--- config.mk ---
export PLATFORM = sky130hd
export DESIGN_NAME = ddr3_init_mode_load
export DESIGN_NICKNAME = d
export VERILOG_FILES = /design/src/verilog/ddr3_init_pkg.sv /design/src/verilog/mode_store.sv /design/src/verilog/ddr3_init_mode_load.sv
export SDC_FILE = /design/constraint.sdc
export NUM_CORES = 1
export LEC_CHECK = 0
export BUFFER_PORTS_ARGS = -buffer_cell sky130_fd_sc_hd__buf_4
export CORE_MARGIN = 2
export CORE_UTILIZATION = 56
export DETAILED_ROUTE_END_ITERATION = 12
export HOLD_SLACK_MARGIN = 0.02
export PLACE_DENSITY = 0.79
export SLEW_MARGIN = 10
export SYNTH_ARGS = -nofsm -noshare
export SYNTH_HDL_FRONTEND = slang
export SYNTH_SLANG_ARGS = --single-unit
--- constraint.sdc ---
create_clock -name clk -period 3.94 [get_ports clk]
set_clock_uncertainty 0.1 [all_clocks]
set_input_delay 0.197 -clock clk [delete_from_list [all_inputs] [get_ports clk]]
set_output_delay 0.197 -clock clk [all_outputs]
set_load 0.01 [all_outputs]
--- src/verilog/ddr3_init_pkg.sv ---
// Constants, types and helpers for the DDR3 init and mode load block.
// Assumes a 100 MHz device clock and a 32-bit AHB-Lite register port.
package ddr3_init_pkg;
  localparam int CLK_PERIOD_NS = 10;
  localparam int SETTLE_US     = 500;
  localparam int SETTLE_CYCLES = (SETTLE_US * 1000 + CLK_PERIOD_NS - 1)
                                 / CLK_PERIOD_NS;
  localparam int XS_NS         = 120;
  localparam int XPR_MIN_TCK   = 5;
  localparam int XS_CYCLES     = (XS_NS + CLK_PERIOD_NS - 1) / CLK_PERIOD_NS;
  localparam int XPR_CYCLES    = (XS_CYCLES > XPR_MIN_TCK) ? XS_CYCLES
                                                           : XPR_MIN_TCK;
  localparam int MRD_CYCLES    = 4;
  localparam int MOD_CYCLES    = 12;
  localparam int DLLK_CYCLES   = 512;
  localparam int ZQINIT_CYCLES = 512;
  localparam int TIMER_W       = 16;

  localparam int ADDR_W = 13;
  localparam int BA_W   = 3;
  localparam int ERR_W  = 6;

  // Register byte offsets
  localparam logic [7:0] OFS_CONTROL = 8'h00;
  localparam logic [7:0] OFS_STATUS  = 8'h04;
  localparam logic [7:0] OFS_ERROR   = 8'h08;
  localparam logic [7:0] OFS_LATENCY = 8'h0c;
  localparam logic [7:0] OFS_MODE0   = 8'h10;
  localparam logic [7:0] OFS_MODE3   = 8'h1c;

  // Mode word field positions
  localparam int MR0_CL_LOW_BIT  = 2;
  localparam int MR0_CL_FIELD_LO = 4;
  localparam int MR0_CL_FIELD_HI = 6;
  localparam int MR0_TEST_BIT    = 7;
  localparam int MR0_DLL_RST_BIT = 8;
  localparam int MR1_AL_LO       = 3;
  localparam int MR1_AL_HI       = 4;
  localparam int ZQ_LONG_BIT     = 10;
  localparam logic [4:0] CL_BASE      = 5'h04;
  localparam logic [4:0] CL_HIGH_STEP = 5'h08;

  localparam logic [BA_W-1:0] BA_MR0 = 3'h0;
  localparam logic [BA_W-1:0] BA_MR1 = 3'h1;

  // Error flag positions
  localparam int ERR_EARLY_MRS = 0;
  localparam int ERR_MRD       = 1;
  localparam int ERR_MOD       = 2;
  localparam int ERR_TEST_MODE = 3;
  localparam int ERR_CKE_DROP  = 4;
  localparam int ERR_EARLY_RD  = 5;

  typedef enum logic [2:0] {
    ST_RESET, ST_SETTLE, ST_WAIT_CKE, ST_EXIT, ST_CONFIG, ST_READY
  } init_state_t;

  function automatic logic [4:0] cl_decode(input logic [ADDR_W-1:0] a);
    logic [4:0] cl;
    cl = CL_BASE + {2'h0, a[MR0_CL_FIELD_HI:MR0_CL_FIELD_LO]};
    if (a[MR0_CL_LOW_BIT]) begin
      cl = cl + CL_HIGH_STEP;
    end
    return cl;
  endfunction

  // Added delay: code 1 gives CL-1, code 2 gives CL-2, others none
  function automatic logic [4:0] al_decode(input logic [1:0] code,
                                           input logic [4:0] cl);
    logic [4:0] al;
    al = 5'h00;
    if (code == 2'h1) begin
      al = cl - 5'h01;
    end else if (code == 2'h2) begin
      al = cl - 5'h02;
    end
    return al;
  endfunction
endpackage

--- src/verilog/mode_store.sv ---
// Storage for the four mode words, read data registered.
// Assumes one writer and one reader on the same clock.
`timescale 1ns/100ps
module mode_store
  import ddr3_init_pkg::*;
(
  input  wire logic              clk,
  input  wire logic              wr_en,
  input  wire logic [1:0]        wr_idx,
  input  wire logic [ADDR_W-1:0] wr_data,
  input  wire logic [1:0]        rd_idx,
  output logic      [ADDR_W-1:0] rd_data
);
  // No reset: mode words hold no defined value until written
  logic [ADDR_W-1:0] mem [4];

  always_ff @(posedge clk) begin
    if (wr_en) begin
      mem[wr_idx] <= wr_data;
    end
    rd_data <= mem[rd_idx];
  end
endmodule

--- src/verilog/ddr3_init_mode_load.sv ---
// Device-side power-up, reset and mode word load logic of a DDR3 part.
// Command pins arrive from the controller and are synchronised first;
// software watches progress and errors over AHB-Lite.
//
// The implementer's own choices: the address map and the AHB-Lite interface to the registers.
`timescale 1ns/100ps
// Notes on behaviour
// Controller holds reset pin low at least 200us after power is stable.
// Controller drives clock gate low 10ns before releasing reset.
// Device initialises internally for 500us after reset release.
// Controller runs stable clock max(10ns,5tCK) before clock gate rises.
// NOP or deselect is registered before clock gate first rises.
// Clock gate stays high until initialisation completes.
// Termination stays off during reset until clock gate registered high.
// Termination control held static during init; low if nominal used.
// First mode write waits reset_cke_exit_delay after clock gate high.
// Mode words load in order 2, 3, 1, 0 by bank select.
// Word 1 enables delay loop; word 0 resets it via A8.
// Long calibration follows word 0; wait lock and calibration times.
// Warm reset: pin low 100ns, then repeat from the 500us wait.
// Mode words undefined after reset; all must be written.
// Every mode write supplies all fields of the word.
// Consecutive mode writes spaced by mode_write_cycle_time.
// Other commands wait mode_update_delay after a mode write.
// Rewrites only when idle, precharged and clock gate high.
// Word 0 write: all command strobes and bank bits low.
// Reserved mode bits written as zero.
// Write recovery field at least write recovery over clock period.
// Column latency from A2, A4-A6; read latency is sum with added.
// A7 set selects test mode; must stay zero.
// Delay-loop reset bit self-clears; reads wait the lock time.
// Controller rounds waits up to whole clock cycles.
module ddr3_init_mode_load
  import ddr3_init_pkg::*;
#(
  parameter logic [TIMER_W-1:0] SETTLE_LEN = TIMER_W'(SETTLE_CYCLES)
) (
  input  wire logic              clk,
  input  wire logic              reset,
  input  wire logic              hsel,
  input  wire logic [31:0]       haddr,
  input  wire logic [1:0]        htrans,
  input  wire logic              hwrite,
  input  wire logic [2:0]        hsize,
  input  wire logic [31:0]       hwdata,
  input  wire logic              hready,
  output logic      [31:0]       hrdata,
  output logic                   hreadyout,
  output logic                   hresp,
  input  wire logic              reset_pin_n,
  input  wire logic              cke,
  input  wire logic              cs_n,
  input  wire logic              ras_n,
  input  wire logic              cas_n,
  input  wire logic              we_n,
  input  wire logic [BA_W-1:0]   ba,
  input  wire logic [ADDR_W-1:0] addr,
  input  wire logic              termination_control,
  output logic                   rtt_enable,
  output logic                   device_ready
);
  localparam int PIN_W = 7 + BA_W + ADDR_W;

  logic [PIN_W-1:0]  sync1_r, sync2_r;
  logic              rst_pin_s, cke_s, cs_s, ras_s, cas_s, we_s, odt_s;
  logic [BA_W-1:0]   ba_s;
  logic [ADDR_W-1:0] a_s;

  // Pins come from the controller's launch clock; two stages each
  always_ff @(posedge clk) begin
    sync1_r <= {reset_pin_n, cke, cs_n, ras_n, cas_n, we_n, ba, addr,
                termination_control};
    sync2_r <= sync1_r;
  end
  assign {rst_pin_s, cke_s, cs_s, ras_s, cas_s, we_s, ba_s, a_s, odt_s}
    = sync2_r;

  logic cmd_mrs, cmd_long_impedance_calibration, cmd_read, cmd_other;
  assign cmd_mrs   = cke_s && !cs_s && !ras_s && !cas_s && !we_s;
  assign cmd_long_impedance_calibration  = cke_s && !cs_s && ras_s && cas_s && !we_s
                     && a_s[ZQ_LONG_BIT];
  assign cmd_read  = cke_s && !cs_s && ras_s && !cas_s && we_s;
  assign cmd_other = cke_s && !cs_s && !(ras_s && cas_s && we_s) && !cmd_mrs;

  // Init sequence state
  init_state_t          state_r, state_nxt;
  logic [TIMER_W-1:0]   timer_r, timer_nxt;
  logic [3:0]           written_r, written_nxt;
  logic [TIMER_W-1:0]   since_mrs_r, since_mrs_nxt;
  logic [TIMER_W-1:0]   dll_cnt_r, dll_cnt_nxt;
  logic [TIMER_W-1:0]   zq_cnt_r, zq_cnt_nxt;
  logic                 dll_lock_r, dll_lock_nxt;
  logic                 zq_done_r, zq_done_nxt;
  logic [4:0]           cl_r, cl_nxt;
  logic [1:0]           al_code_r, al_code_nxt;
  logic [ERR_W-1:0]     err_r, err_nxt, err_set, err_clr;
  logic                 rtt_nxt, ready_nxt;
  logic                 mrs_ok;
  logic [ADDR_W-1:0]    store_data;

  assign mrs_ok = cmd_mrs && !ba_s[BA_W-1]
                  && (state_r == ST_CONFIG || state_r == ST_READY);

  always_comb begin
    state_nxt     = state_r;
    timer_nxt     = timer_r;
    written_nxt   = written_r;
    since_mrs_nxt = since_mrs_r;
    dll_cnt_nxt   = dll_cnt_r;
    zq_cnt_nxt    = zq_cnt_r;
    dll_lock_nxt  = dll_lock_r;
    zq_done_nxt   = zq_done_r;
    cl_nxt        = cl_r;
    al_code_nxt   = al_code_r;
    err_set       = '0;
    store_data    = a_s;
    if (since_mrs_r < TIMER_W'(MOD_CYCLES)) begin
      since_mrs_nxt = since_mrs_r + 1'b1;
    end
    if (dll_cnt_r != '0) begin
      dll_cnt_nxt = dll_cnt_r - 1'b1;
      dll_lock_nxt = (dll_cnt_r == TIMER_W'(1));
    end
    if (zq_cnt_r != '0) begin
      zq_cnt_nxt = zq_cnt_r - 1'b1;
      zq_done_nxt = (zq_cnt_r == TIMER_W'(1));
    end
    // Checks on controller behaviour, kept as sticky flags
    if (cmd_mrs && (state_r == ST_EXIT || state_r == ST_WAIT_CKE)) begin
      err_set[ERR_EARLY_MRS] = 1'b1;
    end
    if (mrs_ok && since_mrs_r < TIMER_W'(MRD_CYCLES)) begin
      err_set[ERR_MRD] = 1'b1;
    end
    if (cmd_other && since_mrs_r < TIMER_W'(MOD_CYCLES)) begin
      err_set[ERR_MOD] = 1'b1;
    end
    if (mrs_ok && ba_s == BA_MR0 && a_s[MR0_TEST_BIT]) begin
      err_set[ERR_TEST_MODE] = 1'b1;
    end
    if (!cke_s && (state_r == ST_EXIT || state_r == ST_CONFIG)) begin
      err_set[ERR_CKE_DROP] = 1'b1;
    end
    if (cmd_read && !dll_lock_r) begin
      err_set[ERR_EARLY_RD] = 1'b1;
    end
    if (mrs_ok) begin
      since_mrs_nxt = TIMER_W'(1);
      written_nxt[ba_s[1:0]] = 1'b1;
      if (ba_s == BA_MR0) begin
        cl_nxt = cl_decode(a_s);
        store_data[MR0_DLL_RST_BIT] = 1'b0;
        if (a_s[MR0_DLL_RST_BIT]) begin
          dll_cnt_nxt  = TIMER_W'(DLLK_CYCLES);
          dll_lock_nxt = 1'b0;
        end
      end else if (ba_s == BA_MR1) begin
        al_code_nxt = a_s[MR1_AL_HI:MR1_AL_LO];
      end
    end
    if (cmd_long_impedance_calibration && state_r != ST_RESET) begin
      zq_cnt_nxt  = TIMER_W'(ZQINIT_CYCLES);
      zq_done_nxt = 1'b0;
    end
    unique case (state_r)
      ST_RESET: begin
        timer_nxt = '0;
        state_nxt = ST_SETTLE;
      end
      ST_SETTLE: begin
        timer_nxt = timer_r + 1'b1;
        if (timer_r == SETTLE_LEN - 1'b1) begin
          state_nxt = ST_WAIT_CKE;
        end
      end
      ST_WAIT_CKE: begin
        timer_nxt = '0;
        if (cke_s) begin
          state_nxt = ST_EXIT;
        end
      end
      ST_EXIT: begin
        timer_nxt = timer_r + 1'b1;
        if (timer_r == TIMER_W'(XPR_CYCLES - 1)) begin
          state_nxt = ST_CONFIG;
        end
      end
      ST_CONFIG: begin
        if (written_r == 4'hf && dll_lock_r && zq_done_r) begin
          state_nxt = ST_READY;
        end
      end
      ST_READY: begin
        state_nxt = ST_READY;
      end
    endcase
    // Pin reset restarts the init sequence, warm or cold; error flags and latencies are kept
    if (!rst_pin_s) begin
      state_nxt   = ST_RESET;
      written_nxt = '0;
      dll_cnt_nxt = '0;
      zq_cnt_nxt  = '0;
      dll_lock_nxt = 1'b0;
      zq_done_nxt  = 1'b0;
      since_mrs_nxt = TIMER_W'(MOD_CYCLES);
    end
    // Set wins over a software clear in the same cycle
    err_nxt = (err_r & ~err_clr) | err_set;
    rtt_nxt = odt_s && !(state_r inside {ST_RESET, ST_SETTLE,
                                         ST_WAIT_CKE});
    ready_nxt = (state_nxt == ST_READY);
  end

  always_ff @(posedge clk) begin
    if (reset) begin
      state_r      <= ST_RESET;
      timer_r      <= '0;
      written_r    <= '0;
      since_mrs_r  <= TIMER_W'(MOD_CYCLES);
      dll_cnt_r    <= '0;
      zq_cnt_r     <= '0;
      dll_lock_r   <= 1'b0;
      zq_done_r    <= 1'b0;
      cl_r         <= CL_BASE;
      al_code_r    <= '0;
      err_r        <= '0;
      rtt_enable   <= 1'b0;
      device_ready <= 1'b0;
    end else begin
      state_r      <= state_nxt;
      timer_r      <= timer_nxt;
      written_r    <= written_nxt;
      since_mrs_r  <= since_mrs_nxt;
      dll_cnt_r    <= dll_cnt_nxt;
      zq_cnt_r     <= zq_cnt_nxt;
      dll_lock_r   <= dll_lock_nxt;
      zq_done_r    <= zq_done_nxt;
      cl_r         <= cl_nxt;
      al_code_r    <= al_code_nxt;
      err_r        <= err_nxt;
      rtt_enable   <= rtt_nxt;
      device_ready <= ready_nxt;
    end
  end

  // AHB-Lite slave: every transfer takes one wait state, since the
  // mode store answers a cycle after its address
  logic        pend_r, pend_nxt, wr_r, wr_nxt, accept;
  logic [7:0]  pa_r, pa_nxt;
  logic [31:0] rdata_nxt;
  logic        rdy_nxt;
  logic        hold_r, hold_nxt;
  logic [ADDR_W-1:0] mode_rd;
  logic [4:0]  rl;

  assign accept = hsel && htrans[1] && hready;
  assign rl     = al_decode(al_code_r, cl_r) + cl_r;

  mode_store u_store (
    .clk     (clk),
    .wr_en   (mrs_ok),
    .wr_idx  (ba_s[1:0]),
    .wr_data (store_data),
    .rd_idx  (haddr[3:2]),
    .rd_data (mode_rd)
  );

  always_comb begin
    pend_nxt  = accept;
    wr_nxt    = hwrite;
    pa_nxt    = haddr[7:0];
    rdata_nxt = hrdata;
    rdy_nxt   = !accept;
    hold_nxt  = hold_r;
    err_clr   = '0;
    if (pend_r) begin
      rdata_nxt = '0;
      if (wr_r) begin
        if (pa_r == OFS_CONTROL) begin
          hold_nxt = hwdata[0];
        end else if (pa_r == OFS_ERROR) begin
          err_clr = hwdata[ERR_W-1:0];
        end
      end else if (pa_r == OFS_CONTROL) begin
        rdata_nxt = {31'h0, hold_r};
      end else if (pa_r == OFS_STATUS) begin
        rdata_nxt = {22'h0, dll_lock_r, zq_done_r, written_r,
                     3'(state_r), device_ready};
      end else if (pa_r == OFS_ERROR) begin
        rdata_nxt = {{(32 - ERR_W){1'b0}}, err_r};
      end else if (pa_r == OFS_LATENCY) begin
        rdata_nxt = {17'h0, rl, al_decode(al_code_r, cl_r), cl_r};
      end else if (pa_r >= OFS_MODE0 && pa_r <= OFS_MODE3) begin
        rdata_nxt = {{(32 - ADDR_W){1'b0}}, mode_rd};
      end
    end
  end

  always_ff @(posedge clk) begin
    if (reset) begin
      pend_r    <= 1'b0;
      wr_r      <= 1'b0;
      pa_r      <= '0;
      hrdata    <= '0;
      hreadyout <= 1'b1;
      hresp     <= 1'b0;
      hold_r    <= 1'b0;
    end else begin
      pend_r    <= pend_nxt;
      wr_r      <= wr_nxt;
      pa_r      <= pa_nxt;
      hrdata    <= rdata_nxt;
      hreadyout <= rdy_nxt;
      hresp     <= 1'b0;
      hold_r    <= hold_nxt;
    end
  end
endmodule

# == After elaboration in Yosys (flattened, before gate mapping) ==
# Memory sizes are Yosys's and may differ from the RTL's. A register that Yosys moved wholly into a read port is not among the register bits.
# Cells that the tools add are included.
# word_totals
regBits,178
ram_bits,52
output_inout_bits,36
wordCells,169
memories,1
# classes
n_addsub,9
order_cmp,6
n_eq_ne,17
n_mux,44
bitwise_logic,6
n_reduce_logical,63
# memory_table
name,depth,word_bits,rd,rd_clocked_by_memory_dff,wr,line_no,rtl
u_store.mem,4,13,1,1,1,mode_store.sv:15,logic [ADDR_W-1:0] mem [4];
# op_table
operator,count
two-way mux 15 bit,5
two-way mux 16 bit,4
adder 16 x 1 -> 16 bit (second input constant),2
== test 16 x 1 -> 1 bit (second input constant),2
case mux 16 bit (2 select lines),1
nonzero test 16 bit,2
subtractor 16 x 1 -> 16 bit (second input constant),2
logical AND 1 bit,31
two-way mux 6 bit,4
two-way mux 10 bit,2
case mux 3 bit (6 select lines),1
== test 16 bit (second input constant),1
== test 16 x 4 -> 1 bit (second input constant),1
== test 8 x 4 -> 1 bit (second input constant),2
less-than comparator 16 x 3 -> 1 bit (second input constant),1
less-than comparator 16 x 4 -> 1 bit (second input constant),1
two-way mux 1 bit,15
two-way mux 3 bit,5
two-way mux 5 bit,3
two-way mux 13 bit,1
zero test 1 bit,11
== test 3 bit (second input constant),3
== test 8 x 3 -> 1 bit (second input constant),1
>= comparator 8 x 5 -> 1 bit (second input constant),1
29 further kinds,43

# == Logic depth before layout (Yosys ltp) ==
# logic_depth
ltp_word,11
mapped_depth,11
ltp_nobuf,11

# == By module ==
# From an unflattened synthesis, not the netlist that was laid out.
# hier_totals
cells_unflattened,792
area_unflattened_um2,8673.3
# by_module_without_submodules
module,instances,cells_per_inst,area_per_inst_um2,seq_area_each_um2
ddr3_init_mode_load,1,708,6500.0,3223.1
mode_store,1,84,2173.3,1821.7

# == Worst setup path before layout ==
# No wires, ideal clock.
# synth_timing
path_kind,flip-flop to flip-flop
startpoint,register sync2_r[17]
endpoint,"memory u_store.mem[0][0], enable pin"
setup_ps,400
arrival_time_ps,2437
path_slack_ps,1003
path_stages_with_launch,6
path_buffers,2
synth_period_minus_slack_ps,2937
cell_sequence,dfxtp_1 or3b_4 or4_4 buf_6 clkbuf_1 nor3_1
# synth_via
elab_chain_cells,6
# synth_lines
element,line_no,rtl
from (decl),ddr3_init_mode_load.sv:64,"logic [PIN_W-1:0] sync1_r, sync2_r;"
from (signal assigned),ddr3_init_mode_load.sv:73,sync2_r <= sync1_r;
zero test 1 bit,ddr3_init_mode_load.sv:79,assign cmd_mrs = cke_s && !cs_s && !ras_s && !cas_s && !we_s;
logical AND 1 bit,ddr3_init_mode_load.sv:79,
logical AND 1 bit,ddr3_init_mode_load.sv:101,assign mrs_ok = cmd_mrs && !ba_s[BA_W-1]
logical AND 1 bit,ddr3_init_mode_load.sv:102,&& (state_r == ST_CONFIG || state_r == ST_READY);
two-way mux 1 bit,mode_store.sv:18,if (wr_en) begin
two-way mux 1 bit (implied by the code),mode_store.sv:19,mem[wr_idx] <= wr_data;
to (decl),mode_store.sv:15,
# No other way between the ends.

# == Worst setup path after layout ==
# layout_timing
startpoint,register cl_r[1]
endpoint,register hrdata[14]
# layout_via
elab_chain_cells,9
elab_cells_between_ends,10
# layout_lines
element,line_no,rtl
from (decl),ddr3_init_mode_load.sv:94,"logic [4:0] cl_r, cl_nxt;"
from (signal assigned),ddr3_init_mode_load.sv:238,cl_r <= cl_nxt;
subtractor 5 x 2 -> 5 bit,ddr3_init_pkg.sv:75,al = cl - 5'h02;
two-way mux 5 bit,ddr3_init_pkg.sv:74,end else if (code == 2'h2) begin
two-way mux 5 bit,ddr3_init_pkg.sv:72,if (code == 2'h1) begin
adder 5 bit *,ddr3_init_mode_load.sv:257,"assign rl = al_decode(al_code_r, cl_r) + cl_r;"
two-way mux 15 bit *,ddr3_init_mode_load.sv:291,end else if (pa_r == OFS_LATENCY) begin
two-way mux 15 bit *,ddr3_init_mode_load.sv:289,end else if (pa_r == OFS_ERROR) begin
two-way mux 15 bit *,ddr3_init_mode_load.sv:286,end else if (pa_r == OFS_STATUS) begin
two-way mux 15 bit *,ddr3_init_mode_load.sv:284,end else if (pa_r == OFS_CONTROL) begin
two-way mux 15 bit *,ddr3_init_mode_load.sv:278,if (wr_r) begin
to (signal assigned),ddr3_init_mode_load.sv:312,hrdata <= rdata_nxt;
to (decl),ddr3_init_mode_load.sv:47,"output logic [31:0] hrdata,"
# Mark *: on every way between the ends. The rest lies on a longest branch, timed or not.
# A chain may end at the register's enable or synchronous reset.

==> impl_metrics.prom <==
# TYPE chip_impl_metric gauge
chip_impl_info{name="status",value="completed"} 1
chip_impl_metric{name="antenna_cells",unit=""} 0
chip_impl_info{name="worstHoldPathType",value="reg2reg"} 1
chip_impl_metric{name="cts.path.max_buffers",unit=""} 3
chip_impl_metric{name="syn-instance-count",unit=""} 778
chip_impl_metric{name="place_hpwl",unit="microns"} 11300
chip_impl_metric{name="pre_cts_ws",unit="ps"} 1230
chip_impl_metric{name="synth_cell_types",unit=""} 66
chip_impl_metric{name="grt_max_degree",unit=""} 40
chip_impl_metric{name="inst_count_dp",unit=""} 1005
chip_impl_metric{name="postCtsSetupRepairBufs",unit=""} 0
chip_impl_info{name="netlist_top_cells_area",value="dfxtp_1 (40%), edfxtp_1 (18%), nor2_1 (4.4%)"} 1
chip_impl_metric{name="timing.reg2reg.worst_path_depth",unit=""} 10
chip_impl_metric{name="timing.setup.tns",unit="ps"} 0
chip_impl_metric{name="floorplan.io_pins",unit=""} 133
chip_impl_metric{name="post_route_cells_drive_above_1_share",unit="%"} 14.6
chip_impl_metric{name="first_global_vias",unit=""} 6019
chip_impl_info{name="crit_path_cell_trace",value="inv_1 -> ha_1 -> o21bai_1 -> inv_1 -> fa_1 -> nand2b_1 -> a21oi_1 -> xor2_1 -> xnor2_1 -> a32o_1"} 1
chip_impl_metric{name="power_per_cell_area",unit="mW/mm^2"} 552
chip_impl_metric{name="tightestPinTransition",unit="ps"} 1100
chip_impl_metric{name="route.detailed.wl_per_inst",unit="microns"} 16.0
chip_impl_metric{name="critPathArrivalTime",unit="ps"} 3060
chip_impl_metric{name="synth.avg_cell_area",unit="sq um"} 11.1
chip_impl_metric{name="layout-area-overhead-vs-synth",unit="%"} 20.7
chip_impl_metric{name="cts_max_level",unit=""} 1
chip_impl_metric{name="core_area",unit="sq mm"} 0.0151
chip_impl_info{name="grt_setup_unrepaired",value="false"} 1
chip_impl_metric{name="place_congestion",unit=""} 0.902
chip_impl_metric{name="die_h",unit="microns"} 128
chip_impl_metric{name="timing.final.crit_share",unit="%"} 70.1
chip_impl_metric{name="grt_antenna_before_repair",unit=""} 0
chip_impl_metric{name="finish.net_count",unit=""} 1000
chip_impl_metric{name="routed-via-count",unit=""} 6045
chip_impl_metric{name="totalWireLength",unit="microns"} 17500
chip_impl_info{name="synth_top_cell_by_area",value="dfxtp_1"} 1
chip_impl_metric{name="synth-edff-count",unit=""} 52
chip_impl_metric{name="numClockSinks",unit=""} 226
chip_impl_metric{name="drtPass1Iterations",unit=""} 5
chip_impl_metric{name="postLayoutSetupSlackWorst",unit="ps"} 1180
chip_impl_metric{name="detailedRoute.firstIterationViolations",unit=""} 474
chip_impl_info{name="clk_root_buffer_cell",value="clkbuf_16"} 1
chip_impl_metric{name="relSlewSlack",unit="%"} 26.4
chip_impl_metric{name="cp_data_required_time",unit="ps"} 4240
chip_impl_info{name="crit_top_cell",value="inv_1"} 1
chip_impl_metric{name="cts.clk_slew.worst_paths",unit="ps"} 60
chip_impl_metric{name="power.ir.vdd_worst",unit="uV"} 448
chip_impl_info{name="cpMaxStageDelayCell",value="dfxtp_1"} 1
chip_impl_info{name="dominantRegCellSynth",value="dfxtp_1"} 1
chip_impl_metric{name="achievable_frequency",unit="GHz"} 0.362
chip_impl_metric{name="gr-usage-all-layers",unit="%"} 22.0
chip_impl_metric{name="report.final.slew_viol_count",unit=""} 0
chip_impl_metric{name="cap_violations",unit=""} 0
chip_impl_metric{name="timing.critical_path.fanout_max",unit=""} 6
chip_impl_metric{name="ant_nets",unit=""} 0
chip_impl_metric{name="port_buffers",unit=""} 60
chip_impl_metric{name="worstHoldPathCells",unit=""} 0
chip_impl_metric{name="detail_route.vias_per_cell",unit=""} 5.54
chip_impl_info{name="critical_path.startpoint_type",value="register"} 1
chip_impl_metric{name="std_cell_rows",unit=""} 45
chip_impl_info{name="tritoncts",value="built"} 1
chip_impl_info{name="crit_type",value="reg2reg"} 1
chip_impl_metric{name="global_route.overflow_total",unit=""} 0
chip_impl_metric{name="critical_path.max_stage_delay",unit="ps"} 450
chip_impl_metric{name="clk_latency",unit="ps"} 510
chip_impl_metric{name="instances_no_fill",unit=""} 1092
chip_impl_metric{name="yosysTopAreaCellShare",unit="%"} 40.5
chip_impl_metric{name="number_of_clock_buffers_inserted_by_tritoncts",unit=""} 23
chip_impl_metric{name="layout_min_cycle_time",unit="ps"} 2760
chip_impl_metric{name="global_route_wire_length_before_repair",unit="microns"} 29100
chip_impl_metric{name="hold_ws",unit="ps"} 220
chip_impl_metric{name="chipWidth",unit="microns"} 128
chip_impl_metric{name="synth-seq-cells",unit=""} 226
chip_impl_metric{name="final-setup-viol-count",unit=""} 0
chip_impl_metric{name="drc",unit=""} 0
chip_impl_metric{name="resized_after_cts",unit=""} 0
chip_impl_info{name="endpoint_kind_of_the_worst_setup_timing_path",value="register"} 1
chip_impl_metric{name="synth-async-reset-ratio",unit="%"} 0
chip_impl_metric{name="yosys_warnings",unit=""} 0
chip_impl_metric{name="yosysSeqAreaShare",unit="%"} 58.6
chip_impl_metric{name="report.final.hold_viol_count",unit=""} 0
chip_impl_metric{name="die-area",unit="sq mm"} 0.0164
chip_impl_metric{name="ctsHoldBuffers",unit=""} 45
chip_impl_metric{name="floorplan.initialDensity",unit="%"} 57.0
chip_impl_metric{name="leakagePower",unit="nW"} 3.98
chip_impl_metric{name="synth_area",unit="sq mm"} 0.00861
-- worst max-delay path, delay by kind of cell (launching register included) --
family                   cells  cell delay, ps
XOR/XNOR                     2             270
buffers and inverters        2             260
AO/OA/AOI/OAI                3             670
AND/OR/NAND/NOR              1             180
flip-flops                   1             450
adder cells (fa/ha/maj)      2             730
-- metrics by stage --
stage                     area, sq um  power, W  utilization [%]
after global placement           9170   0.00353             60.8
after floorplan                  8670   0.00336                -
final                           10400   0.00574             68.9
after detailed placement         9170   0.00355             60.8
after CTS                       10400   0.00577             68.9
after global routing            10400   0.00603             68.9
-- placed cells by master (no fill, tap or decap), types with 4 or more instances in the layout --
master         count
mux4_2            13
and3_2             4
nand2b_1          10
clkbuf_1           4
clkinv_2           4
edfxtp_1          52
a21oi_1           28
nor4_1            11
ha_1              15
a22oi_1            8
conb_1            18
inv_1             15
nand3_1           16
dlygate4sd3_1     45
and3_1            14
o22ai_1            5
or3_1              8
nor3_1            22
o21a_1             5
clkbuf_16         23
o21ai_0           21
nor3b_1            5
nand4_1           18
nor2_1           100
a32o_1             7
nand2_1           44
nor2b_1           19
mux2i_1           13
xor2_1            19
xnor2_1           21
buf_4             68
or4_1              7
dfxtp_1          174
-- worst paths after layout --
| kind | start | endpoint | slack [ps] |
|---|---|---|---|
| setup / recovery | cl_r[1]$_SDFFE_PP0P_ | hrdata[14]$_SDFFE_PP0P_ | 1180 |
| hold / removal | sync1_r[15]$_DFF_P_ | sync2_r[15]$_DFF_P_ | 220 |
| setup reg to reg | cl_r[1]$_SDFFE_PP0P_ | hrdata[14]$_SDFFE_PP0P_ | 1180 |
| hold reg to reg | sync1_r[15]$_DFF_P_ | sync2_r[15]$_DFF_P_ | 220 |
-- cell usage after synthesis (5+ instances only) --
cell type and n:
o21ai_0 21, o21a_1 5, or3_1 8, ha_1 15, and3_1 14, mux2i_1 13
clkbuf_1 23, nand3_1 16, nand4_1 18, edfxtp_1 52, nor4_1 11, a21oi_1 28
buf_4 18, xnor2_1 21, inv_1 15, nor3b_1 6, xor2_1 19, nand2b_1 10
nand2_1 44, or4_1 7, dfxtp_1 174, nor2b_1 19, a32o_1 7, nor2_1 100
mux4_2 13, a22oi_1 8, o22ai_1 5, nor3_1 23
-- layout make-up --
class                           instances  area, sq um
Inverter                               16         60.1
Tap cell                              188          235
Timing Repair Buffer                  113          961
Sequential cell                       226         5040
Fill cell                            1128         4700
Clock inverter                         14          168
Clock buffer                           28          604
Multi-Input combinational cell        507         3320
-- report_power, final --
group	internal [W]	switching, W	leakage, nW
clock	0.00130	0.000889	0.371
sequential	0.00248	0.000104	1.90
combinational	0.000434	0.000532	1.71
total	0.00421	0.00152	3.98
-- cell families (layout without fill, tap and decap cells) --
group / count (synthesis) / count (layout) / share of synthesized area [%]
mux: 26 / 26 / 4.91
xor+xnor: 40 / 40 / 4.07
flops: 226 / 226 / 58.6
other cells: 1 / 18 / 0.0436
compound gates: 107 / 107 / 8.36
fa+ha+maj: 16 / 16 / 2.41
simple gates: 300 / 300 / 17.9
buf+inv: 62 / 171 / 3.68
-- metal layers --
metal | up-vias | part of all wire [%] | track usage [%]
met1 | 2867 | 44 | 28.9
met5 | - | 0 | 0
met4 | 0 | 2.6 | 7.89
met2 | 166 | 49 | 37.2
met3 | 35 | 4.9 | 3.59
li1 | 2977 | - | -
-- flip-flops by register name (all words and copies together), names as in the netlist, 2 cells and up --
name	cells
err_r	6
dll_cnt_r	16
state_r	3
since_mrs_r	16
cl_r	5
sync2_r	23
pa_r	8
hrdata	15
u_store.rd_data	13
sync1_r	23
timer_r	16
zq_cnt_r	16
u_store.mem	52
al_code_r	2
written_r	4
Note: power is estimated with default switching activity, not from simulation.
